File: src/verilog/dic_pkg.sv
// package for the digital input conditioning block
// assumes a 125 MHz aclk and an AXI4-Lite register port
package dic_pkg;

  // ==========================================================
  // register map (byte addresses)
  localparam logic [7:0] ADDR_SPECIAL_ENABLE = 8'h00;
  localparam logic [7:0] ADDR_INVERSION = 8'h04;
  localparam logic [7:0] ADDR_FORCE_ENABLE = 8'h08;
  localparam logic [7:0] ADDR_FORCE_VALUE = 8'h0C;
  localparam logic [7:0] ADDR_RAW_LEVELS = 8'h10;
  localparam logic [7:0] ADDR_THRESHOLD = 8'h14;
  localparam logic [7:0] ADDR_DIFFERENTIAL = 8'h18;
  localparam logic [7:0] ADDR_SUMMARY = 8'h1C;

  // ==========================================================
  // field layout and reset values
  localparam int LEVEL_LSB = 16;
  localparam int SPECIAL_COUNT = 3;
  localparam logic [31:0] RESET_WORD = 32'h0000_0000;
  localparam logic [1:0] RESP_OKAY = 2'h0;
  localparam logic [1:0] RESP_SLVERR = 2'h2;

  // ==========================================================
  // timing
  localparam int CLOCK_HZ = 125000000;
  localparam int SAMPLE_PERIOD_US = 1000;
  localparam int SAMPLE_CYCLES = CLOCK_HZ / 1000000 * SAMPLE_PERIOD_US;

  typedef struct packed {
    logic [31:0] special_enable;
    logic [31:0] inversion;
    logic [31:0] force_enable;
    logic [31:0] force_value;
    logic [31:0] threshold;
    logic differential;
  } dic_config_type;

  typedef enum logic [2:0] {
    RD_IDLE = 3'b001,
    RD_RESP = 3'b010,
    RD_UNUSED = 3'b100
  } dic_read_state_type;

endpackage

File: src/verilog/dic_top.sv
// digital input conditioning: sample, force, invert, gate, summarise
// assumes pins are asynchronous to aclk and software uses AXI4-Lite
//
// Our own choices: the register offsets and the AXI4-Lite slave port.
`timescale 1ns/10ps
`default_nettype none

module dic_top #(
  parameter int NUM_INPUTS = 6,
  parameter int SAMPLE_CYCLES = dic_pkg::SAMPLE_CYCLES
) (
  input wire logic aclk, // system clock
  input wire logic aresetn, // synchronous reset, active low
  input wire logic [NUM_INPUTS-1:0] input_pins, // asynchronous switch inputs
  output logic [NUM_INPUTS-1:0] threshold_24v, // per-input 24 V threshold select
  output logic differential_mode, // all inputs differential
  output logic [31:0] summary_out, // conditioned summary word
  input wire logic [7:0] s_axi_awaddr, // write address
  input wire logic s_axi_awvalid, // write address valid
  output logic s_axi_awready, // write address ready
  input wire logic [31:0] s_axi_wdata, // write data
  input wire logic [3:0] s_axi_wstrb, // write byte strobes
  input wire logic s_axi_wvalid, // write data valid
  output logic s_axi_wready, // write data ready
  output logic [1:0] s_axi_bresp, // write response
  output logic s_axi_bvalid, // write response valid
  input wire logic s_axi_bready, // write response ready
  input wire logic [7:0] s_axi_araddr, // read address
  input wire logic s_axi_arvalid, // read address valid
  output logic s_axi_arready, // read address ready
  output logic [31:0] s_axi_rdata, // read data
  output logic [1:0] s_axi_rresp, // read response
  output logic s_axi_rvalid, // read data valid
  input wire logic s_axi_rready // read data ready
);

  initial
  begin
    if (NUM_INPUTS < 3 || NUM_INPUTS > 16)
      $error("NUM_INPUTS must be 3 to 16");
    if (SAMPLE_CYCLES < 2)
      $error("SAMPLE_CYCLES must be at least 2");
  end

  // ==========================================================
  // pin synchroniser
  logic [NUM_INPUTS-1:0] sync1_reg;
  logic [NUM_INPUTS-1:0] sync2_reg;

  always_ff @(posedge aclk)
  begin
    if (!aresetn)
    begin
      sync1_reg <= '0;
      sync2_reg <= '0;
    end
    else
    begin
      sync1_reg <= input_pins;
      sync2_reg <= sync1_reg;
    end
  end

  // ==========================================================
  // millisecond tick
  logic [31:0] tick_count_reg;
  logic tick;

  assign tick = (tick_count_reg == 32'(SAMPLE_CYCLES - 1));

  always_ff @(posedge aclk)
  begin
    if (!aresetn)
      tick_count_reg <= 32'h0000_0000;
    else if (tick)
      tick_count_reg <= 32'h0000_0000;
    else
      tick_count_reg <= tick_count_reg + 32'h0000_0001;
  end

  // ==========================================================
  // configuration registers and write channel
  dic_pkg::dic_config_type cfg_reg;
  logic aw_held_reg;
  logic w_held_reg;
  logic [7:0] awaddr_reg;
  logic [31:0] wdata_reg;
  logic [3:0] wstrb_reg;
  logic do_write;
  logic write_hit;

  // address and data are taken independently; the write fires once both are held
  assign s_axi_awready = !aw_held_reg && !s_axi_bvalid;
  assign s_axi_wready = !w_held_reg && !s_axi_bvalid;
  assign do_write = aw_held_reg && w_held_reg && !s_axi_bvalid;
  assign write_hit = (awaddr_reg == dic_pkg::ADDR_SPECIAL_ENABLE)
    || (awaddr_reg == dic_pkg::ADDR_INVERSION)
    || (awaddr_reg == dic_pkg::ADDR_FORCE_ENABLE)
    || (awaddr_reg == dic_pkg::ADDR_FORCE_VALUE)
    || (awaddr_reg == dic_pkg::ADDR_THRESHOLD)
    || (awaddr_reg == dic_pkg::ADDR_DIFFERENTIAL);

  function automatic logic [31:0] merge(input logic [31:0] old, input logic [31:0] data,
                                        input logic [3:0] strb);
    logic [31:0] result;
    result = old;
    for (int i = 0; i < 4; i++)
      if (strb[i])
        result[i*8 +: 8] = data[i*8 +: 8];
    return result;
  endfunction

  always_ff @(posedge aclk)
  begin
    if (!aresetn)
    begin
      aw_held_reg <= 1'b0;
      w_held_reg <= 1'b0;
      awaddr_reg <= 8'h00;
      wdata_reg <= dic_pkg::RESET_WORD;
      wstrb_reg <= 4'h0;
      s_axi_bvalid <= 1'b0;
      s_axi_bresp <= dic_pkg::RESP_OKAY;
    end
    else
    begin
      if (s_axi_awvalid && s_axi_awready)
      begin
        aw_held_reg <= 1'b1;
        awaddr_reg <= {s_axi_awaddr[7:2], 2'b00};
      end
      if (s_axi_wvalid && s_axi_wready)
      begin
        w_held_reg <= 1'b1;
        wdata_reg <= s_axi_wdata;
        wstrb_reg <= s_axi_wstrb;
      end
      if (do_write)
      begin
        aw_held_reg <= 1'b0;
        w_held_reg <= 1'b0;
        s_axi_bvalid <= 1'b1;
        s_axi_bresp <= write_hit ? dic_pkg::RESP_OKAY : dic_pkg::RESP_SLVERR;
      end
      else if (s_axi_bvalid && s_axi_bready)
        s_axi_bvalid <= 1'b0;
    end
  end

  always_ff @(posedge aclk)
  begin
    if (!aresetn)
      cfg_reg <= '0;
    else if (do_write)
    begin
      case (awaddr_reg)
        dic_pkg::ADDR_SPECIAL_ENABLE:
          cfg_reg.special_enable <= merge(cfg_reg.special_enable, wdata_reg, wstrb_reg);
        dic_pkg::ADDR_INVERSION:
          cfg_reg.inversion <= merge(cfg_reg.inversion, wdata_reg, wstrb_reg);
        dic_pkg::ADDR_FORCE_ENABLE:
          cfg_reg.force_enable <= merge(cfg_reg.force_enable, wdata_reg, wstrb_reg);
        dic_pkg::ADDR_FORCE_VALUE:
          cfg_reg.force_value <= merge(cfg_reg.force_value, wdata_reg, wstrb_reg);
        dic_pkg::ADDR_THRESHOLD:
          cfg_reg.threshold <= merge(cfg_reg.threshold, wdata_reg, wstrb_reg);
        dic_pkg::ADDR_DIFFERENTIAL:
          if (wstrb_reg[0])
            cfg_reg.differential <= wdata_reg[0];
        default:
          cfg_reg <= cfg_reg;
      endcase
    end
  end

  // analog front end selects are plain outputs from the config flops
  assign threshold_24v = cfg_reg.threshold[NUM_INPUTS-1:0];
  assign differential_mode = cfg_reg.differential;

  // ==========================================================
  // conditioning pipeline, one update per tick
  logic [NUM_INPUTS-1:0] raw_reg;
  logic [31:0] summary_reg;
  logic [NUM_INPUTS-1:0] forced;
  logic [NUM_INPUTS-1:0] conditioned;
  logic [31:0] summary_next;

  always_ff @(posedge aclk)
  begin
    if (!aresetn)
      raw_reg <= '0;
    else if (tick)
      raw_reg <= sync2_reg;
  end

  // force first, then invert, so an inverted input also inverts its forced value
  assign forced = (cfg_reg.force_enable[NUM_INPUTS-1:0] & cfg_reg.force_value[NUM_INPUTS-1:0])
    | (~cfg_reg.force_enable[NUM_INPUTS-1:0] & sync2_reg);
  assign conditioned = forced ^ cfg_reg.inversion[NUM_INPUTS-1:0];

  always_comb
  begin
    summary_next = dic_pkg::RESET_WORD;
    // special bits only exist for the first three inputs
    for (int i = 0; i < dic_pkg::SPECIAL_COUNT; i++)
      summary_next[i] = conditioned[i] & cfg_reg.special_enable[i];
    // level bits never see the special-function enable
    for (int i = 0; i < NUM_INPUTS; i++)
      summary_next[dic_pkg::LEVEL_LSB + i] = conditioned[i];
  end

  always_ff @(posedge aclk)
  begin
    if (!aresetn)
      summary_reg <= dic_pkg::RESET_WORD;
    else if (tick)
      summary_reg <= summary_next;
  end

  assign summary_out = summary_reg;

  // ==========================================================
  // read channel
  dic_pkg::dic_read_state_type rd_state_reg;
  logic [31:0] read_word;
  logic read_hit;

  assign s_axi_arready = (rd_state_reg == dic_pkg::RD_IDLE);
  assign s_axi_rvalid = (rd_state_reg == dic_pkg::RD_RESP);

  always_comb
  begin
    read_word = dic_pkg::RESET_WORD;
    read_hit = 1'b1;
    case ({s_axi_araddr[7:2], 2'b00})
      dic_pkg::ADDR_SPECIAL_ENABLE: read_word = cfg_reg.special_enable;
      dic_pkg::ADDR_INVERSION: read_word = cfg_reg.inversion;
      dic_pkg::ADDR_FORCE_ENABLE: read_word = cfg_reg.force_enable;
      dic_pkg::ADDR_FORCE_VALUE: read_word = cfg_reg.force_value;
      dic_pkg::ADDR_RAW_LEVELS: read_word[NUM_INPUTS-1:0] = raw_reg;
      dic_pkg::ADDR_THRESHOLD: read_word = cfg_reg.threshold;
      dic_pkg::ADDR_DIFFERENTIAL: read_word[0] = cfg_reg.differential;
      dic_pkg::ADDR_SUMMARY: read_word = summary_reg;
      default: read_hit = 1'b0;
    endcase
  end

  always_ff @(posedge aclk)
  begin
    if (!aresetn)
    begin
      rd_state_reg <= dic_pkg::RD_IDLE;
      s_axi_rdata <= dic_pkg::RESET_WORD;
      s_axi_rresp <= dic_pkg::RESP_OKAY;
    end
    else
    begin
      case (rd_state_reg)
        dic_pkg::RD_IDLE:
          if (s_axi_arvalid)
          begin
            rd_state_reg <= dic_pkg::RD_RESP;
            s_axi_rdata <= read_word;
            s_axi_rresp <= read_hit ? dic_pkg::RESP_OKAY : dic_pkg::RESP_SLVERR;
          end
        dic_pkg::RD_RESP:
          if (s_axi_rready)
            rd_state_reg <= dic_pkg::RD_IDLE;
        default:
          rd_state_reg <= dic_pkg::RD_IDLE;
      endcase
    end
  end

  // gap since the last tick, counted apart from the tick counter so a bad compare shows up
  logic [31:0] tick_gap_reg;

  always_ff @(posedge aclk)
  begin
    if (!aresetn)
      tick_gap_reg <= 32'h0000_0001;
    else if (tick)
      tick_gap_reg <= 32'h0000_0001;
    else
      tick_gap_reg <= tick_gap_reg + 32'h0000_0001;
  end
endmodule

`default_nettype wire

File: config.mk
export PLATFORM = sky130hd
export DESIGN_NAME = dic_top
export DESIGN_NICKNAME = d
export VERILOG_FILES = /design/src/verilog/dic_pkg.sv /design/src/verilog/dic_top.sv
export SDC_FILE = /design/constraint.sdc
export NUM_CORES = 1
export LEC_CHECK = 0
export BUFFER_PORTS_ARGS = -buffer_cell sky130_fd_sc_hd__buf_2
export CAP_MARGIN = 0
export CORE_MARGIN = 10
export CORE_UTILIZATION = 26
export CTS_CLUSTER_DIAMETER = 40
export DETAILED_ROUTE_END_ITERATION = 8
export REMOVE_ABC_BUFFERS = 1
export SYNTH_ARGS = -nofsm -noshare
export SYNTH_HDL_FRONTEND = slang
export SYNTH_SLANG_ARGS = --single-unit
File: constraint.sdc
create_clock -name aclk -period 2.4 [get_ports aclk]
set_clock_uncertainty 0.15 [all_clocks]
set_input_delay 0.36 -clock aclk [delete_from_list [all_inputs] [get_ports aclk]]
set_output_delay 0.36 -clock aclk [all_outputs]
set_load 0.005 [all_outputs]
### After elaboration in Yosys (flattened, before gate mapping)

Index checks and enable logic that the tools add are counted.

* add/subtract/negate cells: 1
* multipliers: 0
* div/mod/pow operators: 0
* magnitude comparators: 0
* eq/ne operators: 17
* shift operators: 0
* muxes and demuxes: 11
* bitwise operators: 9
* reductions and logical operators: 44

Operators by type and width (count)
* 26-bit case mux with 6 select lines: 1
* 3-bit AND reduction: 21
* 6-bit by 3-bit equality test with 1-bit output, second input constant: 6
* 5-bit case mux with 7 select lines: 1
* 32-bit by 1-bit adder with 32-bit output, second input constant: 1
* 32-bit by 17-bit equality test with 1-bit output, second input constant: 1
* 6-bit by 2-bit equality test with 1-bit output, second input constant: 4
* 6-bit AND: 2
* 6-bit by 1-bit equality test with 1-bit output, second input constant: 2
* 8-bit zero test: 1
* 1-bit case mux with 8 select lines: 1
* 8-bit OR reduction: 1
* 1-bit logical AND: 7
* 6-bit zero test: 1
* 3-bit 2-to-1 mux: 2
* 6-bit inverter: 1
* 6-bit bitwise OR: 1
* 3-bit case mux with 2 select lines: 1
* 6-bit bitwise XOR: 1
* 1-bit logical OR: 5
* 2-bit 2-to-1 mux: 2
* 2-bit AND reduction: 2
* 2-bit OR reduction: 2
* 1-bit AND: 3
* other kinds (8): 12

* register bits: 304
* latch bits: 0
* memory bits (writable): 0
* bits in read-only memories: 0
* bits of input ports: 65
* output and inout bits: 80
* word-level logic and storage cells: 118
* memories: 0

### Logic depth before layout (Yosys ltp)

* depth in word-level cells: 7
* depth in mapped cells: 7
* mapped depth without buffers: 5

### Worst setup path before layout

OpenSTA, ideal clock, no wires.

* path type: reg-to-reg
* start point: register tick_count_reg[0]
* end point: register tick_count_reg[24]
* setup time: 0.070 ns
* arrival time: 1.752 ns
* required time: 2.180 ns
* path slack: 0.428 ns
* cell stages (with the launch flop): 7
* buffers on the path: 1
* clock period less this slack: 1.972 ns
* path through: dfxtp_1 > ha_1 > nand2_1 > or3_1 > buf_2 > or4_1 > a21oi_1

* longest elaborated chain between the ends: 2
* elaborated cells on any way between the ends: 3
* classes of those cells: add/sub: 1; eq/ne: 1; reduce/logical: 1

Ends and longest elaborated chain
* start: declaration: line dic_top.sv:66 `logic [31:0] tick_count_reg;`
* start signal: assignment: line dic_top.sv:78 `tick_count_reg <= tick_count_reg + 32'h0000_0001;`
* branches (longest 2 deep; another with 32-bit by 1-bit adder with 32-bit output)

Parallel ways; which one is timed is not known.
A chain may end at the register's enable or synchronous reset.

### Worst setup path in the final report

* start point: register w_held_reg
* end point: register cfg_reg[63] (netlist name)

* longest elaborated chain between the ends: 3

Ends and longest elaborated chain
* start: declaration: line dic_top.sv:85 `logic w_held_reg;`
* start signal: assignment: line dic_top.sv:118 `w_held_reg <= 1'b0;`
* start signal: assignment: line dic_top.sv:134 `w_held_reg <= 1'b1;`
* start signal: assignment: line dic_top.sv:141 `w_held_reg <= 1'b0;`
* 1-bit logical AND (2 in a row): line dic_top.sv:95 `assign do_write = aw_held_reg && w_held_reg && !s_axi_bvalid;`
* 3-bit AND reduction (no source line)
* end signal: assignment: line dic_top.sv:171 `cfg_reg <= cfg_reg;`
* end: declaration: line dic_top.sv:83 `dic_pkg::dic_config_type cfg_reg;`

No other way between the ends.

==> results.yml <==
timing:
  slew_violations: 0
  slew_headroom_pct: 50.2
  hold_viol: 0
  fin_crit_ns: 2.20
  tightest_slew_ns: 0.745
  setup_slack_ns: 0.197
  fin_crit_sh_pct: 91.8
  final-setup-viol-count: 0
  rsz0062_at_grt: "no"
  final.setup.tns_ns: 0
  max_freq_mhz: 454
run:
  cap_violations: 0
setup_path:
  crit_path_cell_trace: "and4b_1 -> nand4_1 -> mux2i_1 -> nor2_1"
  crit_type: "flip-flop to flip-flop"
  ff2ff_setup_slack_ns: 0.20
  r2r_cells: 4
  crit-reg2reg-launch: "w_held_reg$_SDFFE_PP0P_"
  max_stage_delay_ns: 0.63
  cp.arrival_ns: 2.47
  required_ns: 2.67
  worst-path-buf-inv: 0
  worstSetupEndpointType: "flip-flop"
  crit_family: "simple AND/OR/NAND/NOR gates"
  cpMaxStageDelayCell: "nand4_1"
  setup.worst_path.start_class: "flip-flop"
  worstReg2RegEnd: "cfg_reg[63]$_SDFFE_PN0P_"
  cp.depth: 4
  path_max_fanout: 9
floorplan:
  rows: 81
  die_w_um: 242
  dieHeight_um: 242
  dieArea_um2: 58400
  start_util_pct: 26.2
  coreArea_um2: 48700
  io_pins: 145
min_path:
  whs_path_depth: 3
  min_from: "s_axi_wdata[7]"
  hold_class: "primary input to flip-flop"
  worst_hold_path.endpoint: "wdata_reg[7]$_SDFFE_PN0P_"
clocking:
  path_clk_slew_ns: 0.06
  cts_buffer_depth: 3
  clock_latency_ns: 0.55
  cts_root_buf: "clkbuf_16"
  cts_buffers: 37
  htree_levels: 2
  cts_tree: "built"
  clock-sinks: 301
synthesis:
  synth_edf_count: 0
  syn-cell-area_um2: 12800
  ys_types: 60
  yosys_most_used_dff: "dfxtp_1"
  synth_top_area_share_pct: 47.2
  yosysWarnings: 0
  ys_seq_area_share_pct: 47.2
  syn_inst: 1356
  synth-async-reset-ratio_pct: 0
  ys_seq_elements: 301
  synth_top_area_cell: "dfxtp_1"
  syn_area_per_cell_um2: 9.41
  synth_area_leaders: "dfxtp_1 (47%), mux2i_1 (14%), nor2_1 (5.7%)"
finish:
  layout_commonest_cell: "dfxtp_1"
  largest_reg_flops: 154
  drive_above_1_share_pct: 18.0
  most-common-layout-cells: "dfxtp_1 (301), nor2_1 (194), mux2i_1 (183), buf_2 (115), nand2_1 (105)"
  syn_to_final_growth_pct: 24.8
  nNetsFinal: 1584
power_and_ir_drop:
  power.density_nw_per_um2: 720
  vdd_ir_drop_max_mv: 0.395
  p_leak_nw: 7.04
route:
  antenna_left: 0
  drc: 0
  drt-initial-drc-count: 606
  firstDrtPassIters: 5
  vias_per_cell: 4.69
  wl_um: 38000
  routedWlPerCell_um: 17.2
  num_vias: 10397
global_route:
  grt_pass1_wl_um: 58900
  grt_pass1_vias: 10323
  antenna_found_initial: 5
  grt_overflow: 0
  grt.total_usage_pct: 12.5
  grt_max_degree: 102
place:
  post-place-ws_ns: -0.0692
  hpwl_um: 26400
  port_buffers: 115
  place.gp.congestion: 0.824
status:
  status: "complete, no violations"
==> what timing repair did <==
item / 4_1_cts / 5_1_grt
buffers inserted: 0 / 0
setup endpoints to repair: 28 / 9
gates resized for setup: 1 / 2
hold endpoints to repair: 48 / 0
hold buffers: 48 / 0
==> where the power goes <==
group	internal (mW)	switching, mW
Combinational	0.266	0.392
Clock	3.34	2.30
Sequential	5.08	0.0980
==> cell type report <==
class                           count  area (um^2)
Fill cell                        4989        32800
Clock buffer                       45          986
Tap cell                          664          831
Multi-Input combinational cell    943         6180
Clock inverter                     22          279
Antenna cell                        5         12.5
Timing Repair Buffer              222         1560
Sequential cell                   301         6030
Inverter                           13         53.8
==> cell families after synthesis <==
logic type	Yosys count	synth area share, %
XOR/XNOR	21	1.44
other	1	0.0294
AO/OA/AOI/OAI	212	10.3
AND/OR/NAND/NOR	475	17.7
adder cells (fa/ha/maj)	1	0.0980
flip-flops	301	47.2
buffers and inverters	136	5.28
multiplexers	209	18.0
==> per-stage QoR <==
step / utilization, % / cell area (um^2) / instances / hold WS [ns] / total power, mW
final: 32.7 / 15900 / 2215 / 0.0157 / 11.5
after global placement: 29.0 / 14200 / 2095 / 0.269 / 5.88
after detailed placement: 29.0 / 14200 / 2095 / 0.271 / 5.89
after CTS: 32.6 / 15900 / 2210 / 0.000528 / 11.6
after floorplan: - / 12200 / 1257 / 0.262 / 5.53
after global routing: 32.7 / 15900 / 2213 / 0.0222 / 11.9
==> worst min-delay path: stages <==
cell	delay [ns]
buf_2	0.09
nand2_1	0.12
a21oi_1	0.08
==> per-layer routing <==
metal	wire length [um]	global-route usage [%]	part of all wire, %
met1	16800	15.7	44
met2	18000	20.7	47
met3	2280	2.60	6.0
met4	899	4.28	2.4
met5	0	0	0
==> how the worst max path moves through the flow <==
stage	start	end	slack [ns]
floorplan	aresetn	s_axi_rdata[4]$_SDFFE_PN0P_	-2.94
detailed placement	awaddr_reg[7]$_SDFFE_PN0P_	cfg_reg[121]$_SDFFE_PN0P_	-0.07
CTS	tick_count_reg[0]$_SDFF_PP0_	tick_count_reg[24]$_SDFF_PP0_	0.08
global route	s_axi_bvalid$_SDFFE_PN0P_	cfg_reg[57]$_SDFFE_PN0P_	0.08
global placement	awaddr_reg[2]$_SDFFE_PN0P_	cfg_reg[30]$_SDFFE_PN0P_	-0.08
finish	w_held_reg$_SDFFE_PP0P_	cfg_reg[63]$_SDFFE_PN0P_	0.20
==> Yosys cell counts (17+ instances only) <==
master	instances
a21oi_1	90
buf_4	31
clkbuf_1	63
dfxtp_1	301
nand2_1	105
nand4_1	17
nor2_1	194
a22oi_1	25
o31ai_1	28
o21ai_0	34
xnor2_1	18
mux2i_1	183
nand3_1	42
and2_1	20
No activity file was read; power rests on OpenSTA's default activity.
